### src/rtl/mccp_pkg.sv
/*
 Package for the memory channel performance counters: map, fields, reset values, carriers.
 Assumes one 125 MHz clock and a 32-bit register port with byte addresses.
*/
package mccp_pkg;
    // ----------------------------------------------------------------
    // Structure
    // ----------------------------------------------------------------
    localparam int NUM_CH     = 2;
    localparam int NUM_PROG   = 4;
    localparam int NUM_CTR    = 5;
    localparam int FIX_IDX    = 4;
    localparam int CTR_W      = 48;
    localparam int INC_W      = 4;
    localparam int MAX_INC    = 8;
    localparam int EVSEL_W    = 8;
    localparam int BYTE_W     = 8;
    localparam int ADDR_W     = 8;
    localparam int DATA_W     = 32;
    localparam int NUM_IRQ    = NUM_CH * NUM_CTR;
    localparam int HI_W       = CTR_W - DATA_W;

    // ----------------------------------------------------------------
    // Control register fields
    // ----------------------------------------------------------------
    localparam int CTL_EN_BIT  = 22;
    localparam int CTL_ARM_BIT = 20;
    localparam int CTL_CLR_BIT = 19;
    localparam logic [31:0] PROG_CTL_MASK = 32'h0050_00ff;
    localparam logic [31:0] FIX_CTL_MASK  = 32'h0050_0000;
    localparam logic [31:0] CTL_RST       = 32'h0000_0000;
    localparam logic [NUM_IRQ-1:0] IRQ_EN_RST = 10'h3ff;

    // ----------------------------------------------------------------
    // Register offsets
    // ----------------------------------------------------------------
    localparam int CH_STRIDE   = 'h40;
    localparam int OFF_PCTL    = 'h00;
    localparam int OFF_PCTR    = 'h10;
    localparam int OFF_FCTL    = 'h30;
    localparam int OFF_FCTR_LO = 'h34;
    localparam int OFF_FCTR_HI = 'h38;
    localparam logic [ADDR_W-1:0] ADDR_FRC_CLK = 8'h80;
    localparam logic [ADDR_W-1:0] ADDR_FRC_RD  = 8'h88;
    localparam logic [ADDR_W-1:0] ADDR_FRC_WR  = 8'h90;
    localparam logic [ADDR_W-1:0] ADDR_IRQ_ST  = 8'ha0;
    localparam logic [ADDR_W-1:0] ADDR_IRQ_CLR = 8'ha4;
    localparam logic [ADDR_W-1:0] ADDR_IRQ_EN  = 8'ha8;

    // ----------------------------------------------------------------
    // Carriers and state
    // ----------------------------------------------------------------
    typedef struct packed {
        logic [ADDR_W-1:0] addr;
        logic [DATA_W-1:0] wdata;
        logic              wr;
        logic              rd;
    } mccp_bus_s;

    typedef struct packed {
        logic [CTR_W-1:0] cnt;
        logic             ovf;
    } mccp_cnt_s;

    typedef struct packed {
        logic [NUM_IRQ-1:0] status;
        logic [NUM_IRQ-1:0] enable;
    } mccp_irq_s;

    typedef struct packed {
        logic [NUM_CH-1:0][NUM_PROG-1:0][31:0] pctl;
        logic [NUM_CH-1:0][31:0]               fctl;
        logic [DATA_W-1:0]                     rdata;
    } mccp_top_s;
endpackage

### src/rtl/mccp_ctr.sv
/*
 One 48-bit counter: increment, software load of either word, clear, overflow pulse.
 Assumes load and clear come from the register port of the same clock.
*/
`timescale 1ns/100ps
module mccp_ctr
    import mccp_pkg::*;
#(
    parameter int IW = INC_W
) (
    input  wire logic              clk,
    input  wire logic              nrst,
    input  wire logic [IW-1:0]     inc,
    input  wire logic              count_en,
    input  wire logic              clr,
    input  wire logic              ld_lo,
    input  wire logic              ld_hi,
    input  wire logic [DATA_W-1:0] wdata,
    output logic      [CTR_W-1:0]  count,
    output logic                   ovf
);
    mccp_cnt_s      s_r;
    mccp_cnt_s      s_nxt;
    logic [CTR_W:0] sum;

    always_comb begin
        s_nxt = s_r;
        s_nxt.ovf = 1'b0;
        sum = {1'b0, s_r.cnt} + (CTR_W + 1)'(inc);
        if (clr) begin
            s_nxt.cnt = '0;
        end else if (ld_lo) begin
            s_nxt.cnt[DATA_W-1:0] = wdata;
        end else if (ld_hi) begin
            s_nxt.cnt[CTR_W-1:DATA_W] = wdata[HI_W-1:0];
        end else if (count_en) begin
            {s_nxt.ovf, s_nxt.cnt} = sum; // Wraps modulo 2**48 on overflow, keeping the excess
        end
    end

    always_ff @(posedge clk or negedge nrst) begin
        if (!nrst) begin
            s_r <= '0;
        end else begin
            s_r <= s_nxt;
        end
    end

    assign count = s_r.cnt;
    assign ovf   = s_r.ovf;
endmodule

### src/rtl/mccp_irq.sv
/*
 Sticky overflow status, write-one clear and enable; one level interrupt.
 Assumes set pulses and register strobes on the same clock.
*/
`timescale 1ns/100ps
module mccp_irq
    import mccp_pkg::*;
(
    input  wire logic               clk,
    input  wire logic               nrst,
    input  wire logic [NUM_IRQ-1:0] set,
    input  wire logic               clr_wr,
    input  wire logic               en_wr,
    input  wire logic [DATA_W-1:0]  wdata,
    output logic      [NUM_IRQ-1:0] status,
    output logic      [NUM_IRQ-1:0] enable,
    output logic                    irq
);
    mccp_irq_s s_r;
    mccp_irq_s s_nxt;

    always_comb begin
        s_nxt = s_r;
        if (clr_wr) begin
            s_nxt.status = s_r.status & ~wdata[NUM_IRQ-1:0];
        end
        // A set in the clearing cycle survives
        s_nxt.status = s_nxt.status | set;
        if (en_wr) begin
            s_nxt.enable = wdata[NUM_IRQ-1:0];
        end
    end

    always_ff @(posedge clk or negedge nrst) begin
        if (!nrst) begin
            s_r <= '{status: '0, enable: IRQ_EN_RST};
        end else begin
            s_r <= s_nxt;
        end
    end

    assign status = s_r.status;
    assign enable = s_r.enable;
    assign irq    = |(s_r.status & s_r.enable);
endmodule

### src/rtl/mccp_top.sv
/*
 Performance counters of a two-channel memory controller: per channel four
 programmable event counters and a fixed dram-clock counter, plus three
 free-running counters, an interrupt block and a plain register port.
 Assumes event increments, dram tick and power-down come from logic on clk.
*/
// Decided for this implementation: strobed register access and the placing of the registers.
`timescale 1ns/100ps
module mccp_top
    import mccp_pkg::*;
#(
    parameter int NUM_EVENTS = 16
) (
    input  wire logic                                       clk,
    input  wire logic                                       nrst,
    input  wire mccp_bus_s                                  bus,
    output logic      [DATA_W-1:0]                          rdata,
    input  wire logic [NUM_CH-1:0][NUM_EVENTS-1:0][INC_W-1:0] event_inc,
    input  wire logic                                       dclk_tick,
    input  wire logic                                       ctrl_powered_down,
    input  wire logic [BYTE_W-1:0]                          rd_bytes,
    input  wire logic [BYTE_W-1:0]                          wr_bytes,
    output logic                                            monitoring_interrupt
);
    // ----------------------------------------------------------------
    // Declarations
    // ----------------------------------------------------------------
    mccp_top_s                            s_r;
    mccp_top_s                            s_nxt;
    logic [NUM_CH-1:0][NUM_CTR-1:0][CTR_W-1:0] cnt;
    logic [NUM_CH-1:0][NUM_CTR-1:0]       ovf;
    logic [NUM_CH-1:0][NUM_CTR-1:0]       ld_lo;
    logic [NUM_CH-1:0][NUM_CTR-1:0]       ld_hi;
    logic [NUM_CH-1:0][NUM_CTR-1:0]       clr;
    logic [NUM_IRQ-1:0]                   irq_set;
    logic [NUM_IRQ-1:0]                   irq_status;
    logic [NUM_IRQ-1:0]                   irq_enable;
    logic                                 irq_clr_wr;
    logic                                 irq_en_wr;
    logic [DATA_W-1:0]                    rd_val;
    logic [CTR_W-1:0]                     frc_clk;
    logic [CTR_W-1:0]                     frc_rd;
    logic [CTR_W-1:0]                     frc_wr;

    // ----------------------------------------------------------------
    // Decoding helpers
    // ----------------------------------------------------------------
    function automatic logic [ADDR_W-1:0] ra(input int c, input int off);
        return ADDR_W'(c * CH_STRIDE + off);
    endfunction

    function automatic logic hit(input logic [ADDR_W-1:0] a, input logic [ADDR_W-1:0] b);
        return a == b;
    endfunction

    function automatic logic [DATA_W-1:0] lo_w(input logic [CTR_W-1:0] v);
        return v[DATA_W-1:0];
    endfunction

    function automatic logic [DATA_W-1:0] hi_w(input logic [CTR_W-1:0] v);
        return {{(DATA_W - HI_W){1'b0}}, v[CTR_W-1:DATA_W]};
    endfunction

    // ----------------------------------------------------------------
    // Register writes and reads
    // ----------------------------------------------------------------
    always_comb begin
        s_nxt = s_r;
        ld_lo = '0;
        ld_hi = '0;
        clr = '0;
        rd_val = '0;
        irq_clr_wr = 1'b0;
        irq_en_wr = 1'b0;
        if (bus.wr) begin
            for (int c = 0; c < NUM_CH; c++) begin
                for (int k = 0; k < NUM_PROG; k++) begin
                    if (hit(bus.addr, ra(c, OFF_PCTL + 4 * k))) begin
                        s_nxt.pctl[c][k] = bus.wdata & PROG_CTL_MASK;
                        clr[c][k] = bus.wdata[CTL_CLR_BIT];
                    end else if (hit(bus.addr, ra(c, OFF_PCTR + 8 * k))) begin
                        ld_lo[c][k] = 1'b1;
                    end else if (hit(bus.addr, ra(c, OFF_PCTR + 8 * k + 4))) begin
                        ld_hi[c][k] = 1'b1;
                    end
                end
                if (hit(bus.addr, ra(c, OFF_FCTL))) begin
                    s_nxt.fctl[c] = bus.wdata & FIX_CTL_MASK;
                    clr[c][FIX_IDX] = bus.wdata[CTL_CLR_BIT];
                end else if (hit(bus.addr, ra(c, OFF_FCTR_LO))) begin
                    ld_lo[c][FIX_IDX] = 1'b1;
                end else if (hit(bus.addr, ra(c, OFF_FCTR_HI))) begin
                    ld_hi[c][FIX_IDX] = 1'b1;
                end
            end
            // Free-running counter addresses take no write
            if (hit(bus.addr, ADDR_IRQ_CLR)) begin
                irq_clr_wr = 1'b1;
            end else if (hit(bus.addr, ADDR_IRQ_EN)) begin
                irq_en_wr = 1'b1;
            end
        end
        if (bus.rd) begin
            for (int c = 0; c < NUM_CH; c++) begin
                for (int k = 0; k < NUM_PROG; k++) begin
                    if (hit(bus.addr, ra(c, OFF_PCTL + 4 * k))) begin
                        rd_val = s_r.pctl[c][k];
                    end else if (hit(bus.addr, ra(c, OFF_PCTR + 8 * k))) begin
                        rd_val = lo_w(cnt[c][k]);
                    end else if (hit(bus.addr, ra(c, OFF_PCTR + 8 * k + 4))) begin
                        rd_val = hi_w(cnt[c][k]);
                    end
                end
                if (hit(bus.addr, ra(c, OFF_FCTL))) begin
                    rd_val = s_r.fctl[c];
                end else if (hit(bus.addr, ra(c, OFF_FCTR_LO))) begin
                    rd_val = lo_w(cnt[c][FIX_IDX]);
                end else if (hit(bus.addr, ra(c, OFF_FCTR_HI))) begin
                    rd_val = hi_w(cnt[c][FIX_IDX]);
                end
            end
            if (hit(bus.addr, ADDR_FRC_CLK)) begin
                rd_val = lo_w(frc_clk);
            end else if (hit(bus.addr, ADDR_FRC_CLK + 8'h04)) begin
                rd_val = hi_w(frc_clk);
            end else if (hit(bus.addr, ADDR_FRC_RD)) begin
                rd_val = lo_w(frc_rd);
            end else if (hit(bus.addr, ADDR_FRC_RD + 8'h04)) begin
                rd_val = hi_w(frc_rd);
            end else if (hit(bus.addr, ADDR_FRC_WR)) begin
                rd_val = lo_w(frc_wr);
            end else if (hit(bus.addr, ADDR_FRC_WR + 8'h04)) begin
                rd_val = hi_w(frc_wr);
            end else if (hit(bus.addr, ADDR_IRQ_ST)) begin
                rd_val = DATA_W'(irq_status);
            end else if (hit(bus.addr, ADDR_IRQ_EN)) begin
                rd_val = DATA_W'(irq_enable);
            end
        end
        s_nxt.rdata = rd_val;
    end

    always_ff @(posedge clk or negedge nrst) begin
        if (!nrst) begin
            s_r <= '{pctl: {(NUM_CH * NUM_PROG){CTL_RST}}, fctl: {NUM_CH{CTL_RST}}, rdata: '0};
        end else begin
            s_r <= s_nxt;
        end
    end

    assign rdata = s_r.rdata;

    // ----------------------------------------------------------------
    // Per-channel counters
    // ----------------------------------------------------------------
    for (genvar c = 0; c < NUM_CH; c++) begin : g_ch
        for (genvar k = 0; k < NUM_CTR; k++) begin : g_ctr
            logic [31:0]      ctl;
            logic [INC_W-1:0] inc;
            logic [INC_W-1:0] ev;
            if (k == FIX_IDX) begin : g_fix
                assign ctl = s_r.fctl[c];
                assign ev  = '0;
                assign inc = INC_W'(dclk_tick);
            end else begin : g_prog
                logic [EVSEL_W-1:0] sel;
                assign ctl = s_r.pctl[c][k];
                assign sel = ctl[EVSEL_W-1:0];
                assign ev  = (int'(sel) < NUM_EVENTS) ? event_inc[c][sel] : '0;
                assign inc = (ev > INC_W'(MAX_INC)) ? INC_W'(MAX_INC) : ev;
            end
            mccp_ctr #(.IW(INC_W)) u_ctr (
                .clk      (clk),
                .nrst     (nrst),
                .inc      (inc),
                .count_en (ctl[CTL_EN_BIT] && !ctrl_powered_down),
                .clr      (clr[c][k]),
                .ld_lo    (ld_lo[c][k]),
                .ld_hi    (ld_hi[c][k]),
                .wdata    (bus.wdata),
                .count    (cnt[c][k]),
                .ovf      (ovf[c][k])
            );
            assign irq_set[c * NUM_CTR + k] = ovf[c][k] && ctl[CTL_ARM_BIT];
        end
    end

    // ----------------------------------------------------------------
    // Free-running counters
    // ----------------------------------------------------------------
    mccp_ctr #(.IW(1)) u_frc_clk (
        .clk      (clk),
        .nrst     (nrst),
        .inc      (dclk_tick),
        .count_en (!ctrl_powered_down),
        .clr      (1'b0),
        .ld_lo    (1'b0),
        .ld_hi    (1'b0),
        .wdata    (bus.wdata),
        .count    (frc_clk),
        .ovf      ()
    );

    mccp_ctr #(.IW(BYTE_W)) u_frc_rd (
        .clk      (clk),
        .nrst     (nrst),
        .inc      (rd_bytes),
        .count_en (!ctrl_powered_down),
        .clr      (1'b0),
        .ld_lo    (1'b0),
        .ld_hi    (1'b0),
        .wdata    (bus.wdata),
        .count    (frc_rd),
        .ovf      ()
    );

    mccp_ctr #(.IW(BYTE_W)) u_frc_wr (
        .clk      (clk),
        .nrst     (nrst),
        .inc      (wr_bytes),
        .count_en (!ctrl_powered_down),
        .clr      (1'b0),
        .ld_lo    (1'b0),
        .ld_hi    (1'b0),
        .wdata    (bus.wdata),
        .count    (frc_wr),
        .ovf      ()
    );

    // ----------------------------------------------------------------
    // Interrupt
    // ----------------------------------------------------------------
    mccp_irq u_irq (
        .clk     (clk),
        .nrst    (nrst),
        .set     (irq_set),
        .clr_wr  (irq_clr_wr),
        .en_wr   (irq_en_wr),
        .wdata   (bus.wdata),
        .status  (irq_status),
        .enable  (irq_enable),
        .irq     (monitoring_interrupt)
    );
endmodule

### config.mk
export PLATFORM = sky130hd
export DESIGN_NAME = mccp_top
export DESIGN_NICKNAME = d
export VERILOG_FILES = /design/src/rtl/mccp_pkg.sv /design/src/rtl/mccp_ctr.sv /design/src/rtl/mccp_irq.sv /design/src/rtl/mccp_top.sv
export SDC_FILE = /design/constraint.sdc
export NUM_CORES = 2
export LEC_CHECK = 0
export BUFFER_PORTS_ARGS = -buffer_cell sky130_fd_sc_hd__buf_2
export CAP_MARGIN = 20
export CELL_PAD_IN_SITES_DETAIL_PLACEMENT = 1
export CELL_PAD_IN_SITES_GLOBAL_PLACEMENT = 1
export CORE_MARGIN = 1
export CORE_UTILIZATION = 50
export CTS_BUF_LIST = sky130_fd_sc_hd__clkbuf_4 sky130_fd_sc_hd__clkbuf_8
export DETAILED_ROUTE_END_ITERATION = 16
export PLACE_DENSITY_LB_ADDON = 0.2
export SYNTH_ARGS = -nofsm -noshare
export SYNTH_HDL_FRONTEND = slang
export SYNTH_HIERARCHICAL = 1
export SYNTH_SLANG_ARGS = --single-unit
export TNS_END_PERCENT = 20
### constraint.sdc
create_clock -name clk -period 5.31 [get_ports clk]
set_input_delay 0.2655 -clock clk [delete_from_list [all_inputs] [get_ports clk]]
set_output_delay 0.2655 -clock clk [all_outputs]
set_load 0.02 [all_outputs]
==> key figures <==
Status
  – Status: completed

Worst setup path
  – Crit Path Class: reg -> reg
  – CP cell instances: mux4_2, nor2b_1, a211o_1, nand2_1, and3_1, ha_1, inv_1, fa_1, and2b_1, o21ai_0, nor4_1, nand2_1, o311ai_0, nand2_1
  – Worst Path Max Fanout: 15
  – Data arrival time of the worst path: 5.62 ns
  – Crit-path max cell delay: 0.93 ns
  – Critical path depth in cells: 14
  – Most used cell, CP: nand2_1
  – CP Launch Type: flop
  – Slowest-stage cell, CP: dfrtp_1
  – WP buf/inv: 1
  – CP endpoint kind: flop
  – Reg2reg path depth: 14
  – CP top delay family: simple AND/OR/NAND/NOR gates
  – Worst EP required: 6.08 ns

Clocking
  – CTS max path bufs: 3
  – CTS root buf: clkbuf_8
  – CTS tree: done
  – Clk sinks: 770
  – # H-tree levels: 4
  – TritonCTS buffer count: 149
  – Clk_lat worst skew: 0.95 ns
  – Worst-path clk slew: 0.06 ns
  – Setup repair bufs after CTS: 0

STA
  – Final Hold Viols: 0
  – Worst Tran Pin Value: 1.36 ns
  – Slew HR: 0.0912
  – Final setup viols: 0
  – RSZ-0062 raised after global routing: no
  – Final TNS setup: 0 ns
  – Hold WS: 0.0658 ns
  – Clock Skew: 0.0679 ns
  – Final Cycle Share: 0.914
  – Fmax: 206 MHz
  – Min cycle time layout: 4.85 ns
  – Final slew viol count: 0
  – Post-route setup slack: 0.456 ns

Placed design
  – Port buffer count: 222
  – Detailed Place HPWL: 236000 um
  – Placer Congestion: 1.09
  – Pre-CTS setup slack: 0.553 ns

Final layout
  – Commonest non-fill, non-tap cell in the layout: dfrtp_1
  – Nets@finish: 7275
  – Commonest non-fill, non-tap cells in the layout: 760 x dfrtp_1, 731 x nand2_1, 580 x nor2_1
  – Area grow syn2layout: 11.2%
  – Fraction of layout cells with a size suffix above 1: 0.172

Detailed routing
  – DRC viols: 0
  – First-pass DRT Iterations: 9
  – Vias/cell: 7.64
  – Final ANT Viol Nets: 0
  – Final wirelength: 330000 um
  – Routed via count: 66900
  – Drt wl/cell: 37.7 um
  – DR iter-0 viols: 10700

Floorplan
  – Die area: 121000 um2
  – I/O Pins: 223
  – Die span in y: 348 um
  – Initial Util: 0.506
  – CORE AREA: 118000 um2
  – Cell Rows: 126
  – Die Span X: 348 um

Min path
  – WHS Path Cells: 5
  – HP Class: in -> reg

Logic synthesis
  – Synthesized area: 59900 um2
  – Syn avg cell area: 8.83 um2
  – Ys Warns: 6
  – Syn Inst Count: 6782

GRT
  – Vias in the first global route: 64300
  – Total grt overflow: 0
  – Global Route Usage Sum: 0.533
  – Largest net degree at the start of global routing: 155
  – First-pass GRT wire length: 469000 um
  – Initial antenna violation count: 46

Power
  – Worst vdd ir: 0.000294 V
  – Lkg Pwr: 27.7 nW
  – Pwr per Cell Area: 260 nW/um2

Job
  – Max Cap Viol: 0
## per-layer routing
layer,share of wire,vias to the layer above,global-route usage
met1,0.36,33600,0.682
met5,0.00094,-,0
met4,0.084,44,0.387
met2,0.40,5456,0.726
li1,-,26400,-
met3,0.15,1385,0.207
## tightest hold or removal path, delay by kind of cell
| kind | cells | cell delay, ns |
|---|---|---|
| compound gates | 2 | 0.21 |
| xor+xnor | 1 | 0.14 |
| buf+inv | 1 | 0.08 |
| fa+ha+maj | 1 | 0.23 |
## metrics by stage
stage	util	area (um2)	instances	power, mW
floorplan	-	60000	6820	8.81
global placement	0.531	62900	8420	10.3
detailed placement	0.531	62900	8421	10.4
CTS	0.561	66400	8714	17.0
global route	0.562	66500	8730	17.7
finish	0.562	66600	8754	17.3
## power by group
| group | total, mW | switching (mW) | internal [mW] | leakage (nW) |
|---|---|---|---|---|
| clock network | 6.70 | 3.03 | 3.67 | 1.69 |
| registers | 7.30 | 0.995 | 6.30 | 10.5 |
| logic | 3.32 | 2.09 | 1.23 | 15.6 |
## flip-flops by register name (all words and copies together), names as in the netlist
signal,flops
g_ch.g_ctr.u_ctr/count,480
g_ch.g_ctr.ctl,84
u_frc_clk/count,48
u_frc_rd/count,48
u_frc_wr/count,48
rdata,32
g_ch.g_ctr.u_ctr/ovf,10
u_irq/enable,10
u_irq/status,10
## cell type report
| type | count | area [um2] |
|---|---|---|
| clock inverters | 22 | 194 |
| clock buffers | 240 | 3010 |
| fillers | 13800 | 51800 |
| multi-input cells | 5471 | 38300 |
| inverters | 151 | 567 |
| flip-flops and latches | 770 | 19300 |
| repair buffers | 472 | 3200 |
| diodes | 28 | 70.1 |
| well taps | 1600 | 2000 |
## what timing repair did
action	in CTS	in global routing
endpoints found under the hold margin	790	0
hold buffers	31	0
gates resized for setup	0	0
## path summary, 6_finish.rpt
path / start / endpoint / slack, ns
hold reg to reg: g_ch[1].g_ctr[0].ctl[22]$_DFFE_PN0P_ / g_ch[1].g_ctr[0].ctl[22]$_DFFE_PN0P_ / 0.53
setup / recovery: g_ch[1].g_ctr[2].ctl[0]$_DFFE_PN0P_ / g_ch[1].g_ctr[2].u_ctr/count[42]$_DFFE_PN0P_ / 0.46
max in group asynchronous: nrst / rdata[16]$_DFF_PN0_ / 4.24
hold / removal: wr_bytes[5] / u_frc_wr/count[5]$_DFFE_PN0P_ / 0.07
setup reg to reg: g_ch[1].g_ctr[2].ctl[0]$_DFFE_PN0P_ / g_ch[1].g_ctr[2].u_ctr/count[42]$_DFFE_PN0P_ / 0.46
min in group asynchronous: nrst / u_frc_wr/count[27]$_DFFE_PN0P_ / 0.08
Power figures use the tool's default switching activity.
